### src/inc/fspc_pkg.sv
// fspc_pkg: constants, register map and types of the flash self-program control block.
// assumes a 250 MHz system clock and 32-bit classic wishbone register access.
package fspc_pkg;

  // register byte offsets
  localparam logic [7:0]  REG_CTRL       = 8'h00;
  localparam logic [7:0]  REG_LOCK       = 8'h04;

  // control/status bit positions
  localparam int          CTRL_IE_BIT    = 7;
  localparam int          CTRL_BUSY_BIT  = 6;
  localparam int          CTRL_SIG_BIT   = 5;
  localparam int          CTRL_REEN_BIT  = 4;
  localparam int          CTRL_LSET_BIT  = 3;
  localparam int          CTRL_PGW_BIT   = 2;
  localparam int          CTRL_PGE_BIT   = 1;
  localparam int          CTRL_STORE_ENABLE_BIT = 0;

  // accepted patterns of the low five control bits
  localparam logic [4:0]  CMD_STORE      = 5'h01;
  localparam logic [4:0]  CMD_REEN       = 5'h11;
  localparam logic [4:0]  CMD_LOCK       = 5'h09;
  localparam logic [4:0]  CMD_PGWR       = 5'h05;
  localparam logic [4:0]  CMD_PGER       = 5'h03;

  // reset values
  localparam logic [7:0]  LOCK_RESET     = 8'hff;
  localparam logic [15:0] BUF_EMPTY      = 16'hffff;

  // lock byte field positions
  localparam int          LB_LO_BIT      = 0;
  localparam int          LB_HI_BIT      = 1;
  localparam int          APP_LO_BIT     = 2;
  localparam int          APP_HI_BIT     = 3;
  localparam int          BOOT_LO_BIT    = 4;
  localparam int          BOOT_HI_BIT    = 5;

  // section layout: word addresses at and above this are the no-read-while-write section
  localparam logic [15:0] NO_READ_WHILE_WRITE_SECTION_START     = 16'hf000;

  // timing
  localparam logic [2:0]  ARM_CYCLES     = 3'd4;
  localparam logic [2:0]  LOAD_CYCLES    = 3'd3;
  localparam int          CLK_PERIOD_NS  = 4;
  localparam int          PROG_TIME_NS   = 4500000;
  localparam int          PROG_CYCLES    = PROG_TIME_NS / CLK_PERIOD_NS;

  typedef enum logic [3:0] {
    ST_IDLE  = 4'b0001,
    ST_ERASE = 4'b0010,
    ST_WRITE = 4'b0100,
    ST_LOCK  = 4'b1000
  } fspc_state_e;

endpackage

### src/rtl/fspc_prog_timer.sv
// fspc_prog_timer: times one flash programming operation.
// assumes start_i is a one-cycle pulse given only while not busy.
`timescale 1ns/1ps
module fspc_prog_timer #(
  parameter int CYCLES = fspc_pkg::PROG_CYCLES
) (
  input  wire logic clk_i,
  input  wire logic rst_i,
  input  wire logic start_i,
  output logic      done_o
);
  import fspc_pkg::*;

  localparam int CW = $clog2(CYCLES + 1);

  logic [CW-1:0] cnt_q;

  always_ff @(posedge clk_i) begin
    if (rst_i) begin
      cnt_q  <= '0;
      done_o <= 1'b0;
    end else begin
      done_o <= (cnt_q == CW'(1));
      if (start_i) begin
        cnt_q <= CW'(CYCLES);
      end else if (cnt_q != '0) begin
        cnt_q <= cnt_q - CW'(1);
      end
    end
  end

endmodule // fspc_prog_timer

### src/rtl/fspc_lock_decode.sv
// fspc_lock_decode: decodes the lock byte into protection levels.
// assumes from_boot_i and vect_boot_i are levels from the core.
`timescale 1ns/1ps
module fspc_lock_decode (
  input  wire logic [7:0] lock_i,
  input  wire logic       from_boot_i,
  input  wire logic       vect_boot_i,
  output logic            app_wr_blk_o,
  output logic            app_rd_blk_o,
  output logic            boot_wr_blk_o,
  output logic            boot_rd_blk_o,
  output logic            ext_prog_blk_o,
  output logic            ext_verify_blk_o,
  output logic            fuse_lock_o,
  output logic            blb_lock_o,
  output logic            int_dis_o
);
  import fspc_pkg::*;

  always_comb begin
    // programmed bit reads 0; lower bit low means write blocked (modes 2,3)
    app_wr_blk_o     = !lock_i[APP_LO_BIT];
    boot_wr_blk_o    = !lock_i[BOOT_LO_BIT];
    // upper bit low means cross reads blocked (modes 3,4)
    app_rd_blk_o     = from_boot_i && !lock_i[APP_HI_BIT];
    boot_rd_blk_o    = !from_boot_i && !lock_i[BOOT_HI_BIT];
    ext_prog_blk_o   = !lock_i[LB_LO_BIT];
    fuse_lock_o      = !lock_i[LB_LO_BIT];
    ext_verify_blk_o = !lock_i[LB_LO_BIT] && !lock_i[LB_HI_BIT];
    blb_lock_o       = !lock_i[LB_LO_BIT] && !lock_i[LB_HI_BIT];
    int_dis_o        = (!from_boot_i && vect_boot_i && !lock_i[APP_HI_BIT])
                    || (from_boot_i && !vect_boot_i && !lock_i[BOOT_HI_BIT]);
  end

endmodule // fspc_lock_decode

### src/rtl/fspc_ctrl.sv
// fspc_ctrl: self-programming control/status register, arming window,
// temporary page buffer, lock bits and protection outputs.
// assumes the core pulses store_i/load_i one cycle per instruction with
// pointer and data registers valid in that cycle; flash macro reads the
// buffer through flash_idx_i and starts on the erase/write pulses.
`timescale 1ns/1ps
// How it works
// - ready irq while enabled, global on, idle
// - rww-section erase/write sets busy, blocks section
// - busy clears on re-enable or buffer load
// - signature read by load within three cycles
// - re-enable command unblocks; refused while an operation runs
// - re-enable write during loading discards buffer
// - lock-set store programs application and boot locks from r0 bits 5:2
// - lock-set bit clears on done or timeout
// - load returns lock or fuse by pointer bit0
// - page write stores buffer to pointer page
// - page erase clears pointer-selected page
// - write/erase bits clear on done, timeout or blocked store
// - stall core during no-rww section operation
// - plain store fills buffer word from r1:r0
// - store enable clears after use, held during op
// - unaccepted low-five patterns are ignored
// - six lock bits, reset by chip erase or rst_i
// - general lock mode 2 blocks external programming
// - general lock mode 3 blocks program and verify
// - application lock pair modes gate store/load
// - boot lock pair mirrors application pair
// - page from pointer 16:8, word from 7:1
// - words f000 and up form no-rww section
module fspc_ctrl #(
  parameter int         PROG_CYCLES = fspc_pkg::PROG_CYCLES,
  parameter int         BUF_WORDS   = 128,
  parameter logic [7:0] SIG_BYTE0   = 8'h5a,  // arbitrary identity value
  parameter logic [7:0] SIG_BYTE1   = 8'h01,  // arbitrary identity value
  parameter logic [7:0] SIG_BYTE2   = 8'h02   // arbitrary identity value
) (
  input  wire logic        clk_i,
  input  wire logic        rst_i,
  // wishbone classic slave
  input  wire logic        wb_cyc_i,
  input  wire logic        wb_stb_i,
  input  wire logic        wb_we_i,
  input  wire logic [7:0]  wb_adr_i,
  input  wire logic [3:0]  wb_sel_i,
  input  wire logic [31:0] wb_dat_i,
  output logic      [31:0] wb_dat_o,
  output logic             wb_ack_o,
  // core side
  input  wire logic        store_i,
  input  wire logic        load_i,
  input  wire logic [16:0] ptr_i,
  input  wire logic [7:0]  general_register_0_i,
  input  wire logic [7:0]  general_register_1_i,
  input  wire logic        from_boot_i,
  input  wire logic        vect_boot_i,
  input  wire logic        global_int_i,
  input  wire logic [7:0]  fuse_low_i,
  input  wire logic [7:0]  fuse_high_i,
  input  wire logic        chip_erase_i,
  output logic      [7:0]  load_data_o,
  output logic             load_valid_o,
  output logic             cpu_stall_o,
  output logic             rww_block_o,
  output logic             ready_irq_o,
  // flash macro side
  input  wire logic [6:0]  flash_idx_i,
  output logic      [15:0] flash_data_o,
  output logic      [8:0]  flash_page_o,
  output logic             flash_erase_o,
  output logic             flash_write_o,
  // protection levels
  output logic             app_write_block_o,
  output logic             app_read_block_o,
  output logic             boot_write_block_o,
  output logic             boot_read_block_o,
  output logic             ext_prog_block_o,
  output logic             ext_verify_block_o,
  output logic             fuse_locked_o,
  output logic             boot_lock_locked_o,
  output logic             int_disable_o
);
  import fspc_pkg::*;

  // control register bits
  logic        ready_interrupt_enable_q, section_busy_flag_q, signature_read_bit_q;
  logic        section_reenable_bit_q, lock_set_bit_q, page_write_bit_q;
  logic        page_erase_bit_q, store_enable_q;

  logic [2:0]  arm_cnt_q;
  fspc_state_e state_q;
  logic [7:0]  lock_q;
  logic [5:0]  lock_pend_q;
  logic        loading_q;
  logic        ack_q;
  logic [15:0] buf_q [BUF_WORDS];

  logic        wb_hit, wr_ctrl, cmd_ok, armed, st_go, ld_go, start_op, op_done;
  logic        expire, abort, clr_buf, no_read_while_write_section, wr_blk, store_only;
  logic [4:0]  cmd;
  logic [8:0]  page;
  logic [6:0]  word_idx;
  logic [7:0]  ctrl_byte;
  logic        app_wr_blk, app_rd_blk, boot_wr_blk, boot_rd_blk;
  logic        ext_prog_blk, ext_verify_blk, fuse_lock, blb_lock, int_dis;

  function automatic logic [7:0] sig_byte(input logic [1:0] idx);
    unique case (idx)
      2'd0:    sig_byte = SIG_BYTE0;
      2'd1:    sig_byte = SIG_BYTE1;
      2'd2:    sig_byte = SIG_BYTE2;
      default: sig_byte = 8'hff;
    endcase
  endfunction

  fspc_prog_timer #(
    .CYCLES (PROG_CYCLES)
  ) u_timer (
    .clk_i   (clk_i),
    .rst_i   (rst_i),
    .start_i (start_op),
    .done_o  (op_done)
  );

  fspc_lock_decode u_lock (
    .lock_i           (lock_q),
    .from_boot_i      (from_boot_i),
    .vect_boot_i      (vect_boot_i),
    .app_wr_blk_o     (app_wr_blk),
    .app_rd_blk_o     (app_rd_blk),
    .boot_wr_blk_o    (boot_wr_blk),
    .boot_rd_blk_o    (boot_rd_blk),
    .ext_prog_blk_o   (ext_prog_blk),
    .ext_verify_blk_o (ext_verify_blk),
    .fuse_lock_o      (fuse_lock),
    .blb_lock_o       (blb_lock),
    .int_dis_o        (int_dis)
  );

  always_comb begin
    wb_hit   = wb_cyc_i && wb_stb_i && !ack_q;
    wr_ctrl  = wb_cyc_i && wb_stb_i && ack_q && wb_we_i && wb_sel_i[0] && (wb_adr_i == REG_CTRL);
    cmd      = wb_dat_i[4:0];
    // signature read only pairs with plain store enable
    cmd_ok   = (state_q == ST_IDLE)
            && ((cmd == CMD_STORE) || (!wb_dat_i[CTRL_SIG_BIT]
            && ((cmd == CMD_REEN) || (cmd == CMD_LOCK)
            || (cmd == CMD_PGWR) || (cmd == CMD_PGER))));
    page     = ptr_i[16:8];
    word_idx = ptr_i[7:1];
    no_read_while_write_section     = {page, 7'd0} >= NO_READ_WHILE_WRITE_SECTION_START;
    wr_blk   = no_read_while_write_section ? boot_wr_blk : app_wr_blk;
    armed    = store_enable_q && (state_q == ST_IDLE) && (arm_cnt_q != 3'd0);
    st_go    = store_i && armed;
    ld_go    = load_i && armed && (signature_read_bit_q || lock_set_bit_q)
            && (arm_cnt_q > (ARM_CYCLES - LOAD_CYCLES));
    store_only = !(signature_read_bit_q || section_reenable_bit_q
            || lock_set_bit_q || page_write_bit_q || page_erase_bit_q);
    start_op = st_go && (lock_set_bit_q
            || ((page_write_bit_q || page_erase_bit_q) && !wr_blk));
    expire   = armed && (arm_cnt_q == 3'd1) && !st_go;
    abort    = wr_ctrl && wb_dat_i[CTRL_REEN_BIT] && loading_q;
    clr_buf  = abort || (op_done && (state_q == ST_WRITE));
    ctrl_byte = {ready_interrupt_enable_q, section_busy_flag_q, signature_read_bit_q,
                 section_reenable_bit_q, lock_set_bit_q, page_write_bit_q,
                 page_erase_bit_q, store_enable_q};
  end

  // wishbone slave: one wait state, writes land at the ack edge, unmapped reads zero
  always_ff @(posedge clk_i) begin
    if (rst_i) begin
      ack_q    <= 1'b0;
      wb_dat_o <= 32'h0;
    end else begin
      ack_q <= wb_hit;
      if (wb_hit && !wb_we_i) begin
        unique case (wb_adr_i)
          REG_CTRL: wb_dat_o <= {24'h0, ctrl_byte};
          REG_LOCK: wb_dat_o <= {24'h0, lock_q};
          default:  wb_dat_o <= 32'h0;
        endcase
      end
    end
  end

  assign wb_ack_o = ack_q;

  // arming window
  always_ff @(posedge clk_i) begin
    if (rst_i) begin
      arm_cnt_q <= 3'd0;
    end else if (wr_ctrl && cmd_ok) begin
      arm_cnt_q <= ARM_CYCLES;
    end else if (st_go) begin
      arm_cnt_q <= 3'd0;
    end else if (arm_cnt_q != 3'd0) begin
      arm_cnt_q <= arm_cnt_q - 3'd1;
    end
  end

  // command bits
  always_ff @(posedge clk_i) begin
    if (rst_i) begin
      {signature_read_bit_q, section_reenable_bit_q, lock_set_bit_q} <= 3'h0;
      {page_write_bit_q, page_erase_bit_q, store_enable_q}           <= 3'h0;
    end else if (wr_ctrl && cmd_ok) begin
      signature_read_bit_q   <= wb_dat_i[CTRL_SIG_BIT];
      section_reenable_bit_q <= wb_dat_i[CTRL_REEN_BIT];
      lock_set_bit_q         <= wb_dat_i[CTRL_LSET_BIT];
      page_write_bit_q       <= wb_dat_i[CTRL_PGW_BIT];
      page_erase_bit_q       <= wb_dat_i[CTRL_PGE_BIT];
      store_enable_q         <= wb_dat_i[CTRL_STORE_ENABLE_BIT];
    end else if (op_done || expire || (st_go && !start_op)) begin
      // held through an operation, dropped on done, timeout or simple store
      signature_read_bit_q   <= 1'b0;
      section_reenable_bit_q <= 1'b0;
      lock_set_bit_q         <= 1'b0;
      page_write_bit_q       <= 1'b0;
      page_erase_bit_q       <= 1'b0;
      store_enable_q         <= 1'b0;
    end
  end

  always_ff @(posedge clk_i) begin
    if (rst_i) begin
      ready_interrupt_enable_q <= 1'b0;
    end else if (wr_ctrl) begin
      ready_interrupt_enable_q <= wb_dat_i[CTRL_IE_BIT];
    end
  end

  // section busy flag: set wins over clear
  always_ff @(posedge clk_i) begin
    if (rst_i) begin
      section_busy_flag_q <= 1'b0;
    end else if (start_op && !lock_set_bit_q && !no_read_while_write_section) begin
      section_busy_flag_q <= 1'b1;
    end else if (st_go && (section_reenable_bit_q || store_only)) begin
      section_busy_flag_q <= 1'b0;
    end
  end

  // operation sequencer
  always_ff @(posedge clk_i) begin
    if (rst_i) begin
      state_q <= ST_IDLE;
    end else begin
      unique case (state_q)
        ST_IDLE: begin
          if (start_op && lock_set_bit_q) begin
            state_q <= ST_LOCK;
          end else if (start_op && page_erase_bit_q) begin
            state_q <= ST_ERASE;
          end else if (start_op) begin
            state_q <= ST_WRITE;
          end
        end
        ST_ERASE, ST_WRITE, ST_LOCK: begin
          if (op_done) begin
            state_q <= ST_IDLE;
          end
        end
        default: state_q <= ST_IDLE;
      endcase
    end
  end

  // flash macro requests; data registers are not used for erase/write
  always_ff @(posedge clk_i) begin
    if (rst_i) begin
      flash_erase_o <= 1'b0;
      flash_write_o <= 1'b0;
      flash_page_o  <= 9'h0;
      cpu_stall_o   <= 1'b0;
    end else begin
      flash_erase_o <= start_op && !lock_set_bit_q && page_erase_bit_q;
      flash_write_o <= start_op && !lock_set_bit_q && page_write_bit_q;
      if (start_op && !lock_set_bit_q) begin
        flash_page_o <= page;
      end
      if (start_op && !lock_set_bit_q && no_read_while_write_section) begin
        cpu_stall_o <= 1'b1;
      end else if (op_done) begin
        cpu_stall_o <= 1'b0;
      end
    end
  end

  // temporary page buffer and its loading flag
  always_ff @(posedge clk_i) begin
    if (rst_i || clr_buf) begin
      loading_q <= 1'b0;
      for (int i = 0; i < BUF_WORDS; i++) begin
        buf_q[i] <= BUF_EMPTY;
      end
    end else if (st_go && store_only) begin
      loading_q       <= 1'b1;
      buf_q[word_idx] <= {general_register_1_i, general_register_0_i};
    end
  end

  always_ff @(posedge clk_i) begin
    if (rst_i) begin
      flash_data_o <= BUF_EMPTY;
    end else begin
      flash_data_o <= buf_q[flash_idx_i];
    end
  end

  // lock bits: programming only clears, chip erase restores
  always_ff @(posedge clk_i) begin
    if (rst_i) begin
      lock_q      <= LOCK_RESET;
      lock_pend_q <= 6'h3f;
    end else begin
      if (start_op && lock_set_bit_q) begin
        lock_pend_q <= {general_register_0_i[5:2], 2'b11};
      end
      if (chip_erase_i) begin
        lock_q <= LOCK_RESET;
      end else if (op_done && (state_q == ST_LOCK)) begin
        lock_q <= lock_q & {2'b11, lock_pend_q};
      end
    end
  end

  // special loads
  always_ff @(posedge clk_i) begin
    if (rst_i) begin
      load_valid_o <= 1'b0;
      load_data_o  <= 8'h0;
    end else begin
      load_valid_o <= ld_go;
      if (ld_go && signature_read_bit_q) begin
        load_data_o <= sig_byte(ptr_i[2:1]);
      end else if (ld_go && ptr_i[0]) begin
        load_data_o <= lock_q;
      end else if (ld_go) begin
        load_data_o <= ptr_i[1] ? fuse_high_i : fuse_low_i;
      end
    end
  end

  // status and protection outputs
  always_ff @(posedge clk_i) begin
    if (rst_i) begin
      {ready_irq_o, rww_block_o, app_write_block_o, app_read_block_o} <= 4'h0;
      {boot_write_block_o, boot_read_block_o, ext_prog_block_o, ext_verify_block_o} <= 4'h0;
      {fuse_locked_o, boot_lock_locked_o, int_disable_o} <= 3'h0;
    end else begin
      ready_irq_o        <= ready_interrupt_enable_q && global_int_i
                         && !store_enable_q;
      rww_block_o        <= section_busy_flag_q;
      app_write_block_o  <= app_wr_blk;
      app_read_block_o   <= app_rd_blk;
      boot_write_block_o <= boot_wr_blk;
      boot_read_block_o  <= boot_rd_blk;
      ext_prog_block_o   <= ext_prog_blk;
      ext_verify_block_o <= ext_verify_blk;
      fuse_locked_o      <= fuse_lock;
      boot_lock_locked_o <= blb_lock;
      int_disable_o      <= int_dis;
    end
  end

endmodule // fspc_ctrl

### config.mk
export PLATFORM = sky130hd
export DESIGN_NAME = fspc_ctrl
export DESIGN_NICKNAME = d
export VERILOG_FILES = /design/src/inc/fspc_pkg.sv /design/src/rtl/fspc_prog_timer.sv /design/src/rtl/fspc_lock_decode.sv /design/src/rtl/fspc_ctrl.sv
export SDC_FILE = /design/constraint.sdc
export NUM_CORES = 2
export LEC_CHECK = 0
export ABC_CLOCK_PERIOD_IN_PS = 5300
export BUFFER_PORTS_ARGS = -buffer_cell sky130_fd_sc_hd__buf_4
export CORE_MARGIN = 2
export CORE_UTILIZATION = 55
export CTS_BUF_LIST = sky130_fd_sc_hd__clkbuf_4
export DETAILED_ROUTE_END_ITERATION = 12
export PLACE_DENSITY = 0.81
export RECOVER_POWER = 50
export SLEW_MARGIN = 10
export SYNTH_ARGS = -nofsm -noshare
export SYNTH_HDL_FRONTEND = slang
export SYNTH_SLANG_ARGS = --single-unit
### constraint.sdc
create_clock -name clk_i -period 5.3 [get_ports clk_i]
set_clock_uncertainty 0.1 [all_clocks]
set_input_delay 1.325 -clock clk_i [delete_from_list [all_inputs] [get_ports clk_i]]
set_output_delay 1.325 -clock clk_i [all_outputs]
set_load 0.03 [all_outputs]
==> flow_summary.ini <==
[run_status]
outcome = finished, violations left
violations = max-capacitance violations, max-slew violations

[sta]
slew_violations = 190
finalSetupTns_ps = 0
period_minus_slack_ps = 5030
setup_viol = 0
fmax_ghz = 0.199
rsz0062_at_grt = no
finalHoldViolCount = 0
tightestPinTransition_ps = 2910
max_slew_margin = -0.942
period_share = 0.950

[synth]
yosysSeqAreaShare = 0.643
synth_cell_types = 88
ys_ff_latch = 2147
yosysTopAreaCell = edfxtp_1
synth_flop_cell = edfxtp_1
avgSynthCellArea_um2 = 14.9
synth_area_leaders = edfxtp_1 (62%), mux4_2 (12%), or3_1 (6.5%), or2_2 (6.3%), clkbuf_1 (2.3%)
netlist_instances = 6627
synth_edf_count = 2048
yosys_warnings = 0
syn_area_um2 = 98700
yosys.area.top_type_share = 0.623
async_flop_share = 0

[global_route]
grt_pass1_wl_mm = 422
grt_overflow = 0
grt_max_degree = 130
grt_pass1_vias = 63100
grt.total_usage = 0.318
antenna_found_initial = 23

[pwr]
p_leak_uw = 0.0272
sw_frac_of_total = 0.244
ir_drop_mv = 0.303
powerDensity_nw_per_um2 = 323
clkPwrFrac = 0.400
p_comb_frac = 0.068
p_int_uw = 26600
total_power_uw = 35100
switchingPower_uw = 8550
pwr-share-seq = 0.532

[die]
die_area_um2 = 183000
coreArea_um2 = 178000
die_height_um = 428
fp-row-count = 155
ios = 192
start_util = 0.553
die-width_um = 428

[setup_path]
start_kind = flop
r2r_end = buf_q[67][4]
crit_path_start = arm_cnt_q[0]
crit_end = buf_q[67][4]
cp.arrival_ps = 5940
crit_type = reg2reg
r2r_slack_ps = 270
ff2ff_path_depth = 10
regToRegStartpoint = arm_cnt_q[0]
critPathMaxFanout = 36
endpoint_kind = flop
required_ps = 6210

[clocking]
clk_pin_slew_ps = 70
clk_latency_ps = 1440
cts-resized-gates = 0
cts_sinks = 2147
postCtsSetupRepairBufs = 0
clock_path_buffers = 4
numCtsBuffers = 559
cts_tree = done
ctsHoldBuffers = 10
cts-root-buf = clkbuf_4
htree_levels = 6

[layout]
regArea_um2 = 63500
nets = 7074
final_cells = 9656
fillCellCount = 12900
layout_common_cells = edfxtp_1 (2048), or3_1 (1033), or2_2 (993)
final_common_cell = edfxtp_1
multiInputGateArea_um2 = 31800
final_layout_size_suffix_gt1_frac = 0.380
syn2layout_area_growth_pct = 10.1

[placed_design]
gp_congestion = 1.11
dp_hpwl_mm = 178
port_buffers = 135
dp.cells = 8739

[detailed_routing]
routed_wl_mm = 291
drc_errors = 0
dr.pass1.iters = 7
postRouteAntennaNets = 0
via_per_inst = 6.59
drtIter0Drc = 10400
post_drt_wl_per_cell_um = 30.1
num_vias = 63600

[flow_run]
maxCapViolCount = 8

[hold_path]
hp-class = in2reg
hold_start = ptr_i[13]
hold_depth = 3
## metrics by stage
stage	utilization	hold WS [ps]	setup slack, ps	cell area, um2
after floorplan	-	327	862	98800
after global placement	0.576	346	206	103000
after detailed placement	0.576	349	81.6	103000
after CTS	0.613	0.450	618	109000
after global routing	0.609	59.4	206	109000
final	0.609	83.9	267	109000
## cell usage after synthesis, types with 12 or more instances
| cell | n |
|---|---|
| mux2i_1 | 106 |
| a2111oi_0 | 17 |
| o21ai_0 | 101 |
| xnor2_1 | 14 |
| nor3_1 | 35 |
| buf_4 | 44 |
| a211oi_1 | 34 |
| nand2_1 | 236 |
| and2_1 | 20 |
| buf_6 | 13 |
| mux4_2 | 531 |
| mux2_2 | 35 |
| o22ai_1 | 30 |
| dfxtp_1 | 99 |
| clkbuf_8 | 12 |
| or3_1 | 1033 |
| a22oi_1 | 26 |
| nand4_1 | 21 |
| nor4_1 | 18 |
| a31oi_1 | 14 |
| a21oi_1 | 62 |
| inv_1 | 12 |
| or2_2 | 993 |
| nand2b_1 | 15 |
| buf_1 | 26 |
| nand3_1 | 39 |
| edfxtp_1 | 2048 |
| nor2_1 | 108 |
| nand2_4 | 20 |
| or2_1 | 36 |
| nor2b_1 | 23 |
| clkbuf_1 | 597 |
| buf_2 | 68 |
## cell type report
cell class | instances | share of cell area
Multi-Input combinational cell | 3724 | 0.293
Antenna cell | 13 | 0.000299
Clock inverter | 103 | 0.00646
Timing Repair Buffer | 506 | 0.0338
Tap cell | 2355 | 0.0271
Sequential cell | 2147 | 0.584
Clock buffer | 791 | 0.0546
Inverter | 17 | 0.000587
## routing by layer
layer | share of wire | track usage
met1 | 0.33 | 0.408
met5 | 0.00023 | 0
met4 | 0.069 | 0.200
met2 | 0.46 | 0.477
met3 | 0.14 | 0.0971
## logic make-up (layout without fill, tap and decap cells)
family | Yosys count | in the layout | synth area share
AO/OA/AOI/OAI | 359 | 359 | 0.0239
buffers and inverters | 783 | 1417 | 0.0348
multiplexers | 672 | 672 | 0.136
other | 1 | 41 | 0.0000380
AND/OR/NAND/NOR | 2637 | 2637 | 0.160
XOR/XNOR | 19 | 19 | 0.00169
flip-flops | 2147 | 2147 | 0.643
adder cells (fa/ha/maj) | 9 | 9 | 0.00112
## flip-flops by register name, indices dropped and copies added, names as in the netlist, 3 cells and up
register and count:
lock_pend_q 4, wb_dat_o 8, buf_q 2048, flash_page_o 9
load_data_o 8, flash_data_o 16, lock_q 4, u_timer.cnt_q 21
state_q 4, arm_cnt_q 3
## power by group through the flow
stage / Clock (uW) / Sequential (uW) / Combinational (uW)
floorplan: 0 / 19000 / 1440
global placement: 0 / 19000 / 2300
detailed placement: 0 / 19000 / 2350
CTS: 14100 / 18700 / 2370
global route: 14900 / 18700 / 2500
finish: 14000 / 18700 / 2400
## worst max-delay path: stages, from the launching register on
cell,delay [ps]
dfxtp_1,410
inv_1,100
ha_1,240
nand2b_1,230
nand4_4,220
a2111oi_4,700
nand4b_1,430
clkbuf_1,610
clkbuf_2,690
o21ai_0,400
clkbuf_1,450
## worst min path at each step
stage	endpoint	slack, ps
6_report	flash_page_o[5]	80
2_1_floorplan	app_write_block_o	330
4_1_cts	flash_page_o[0]	0.4
3_3_place_gp	flash_page_o[6]	350
3_5_place_dp	flash_page_o[6]	350
5_1_grt	flash_page_o[5]	60
Note: power is estimated with default switching activity, not from simulation.
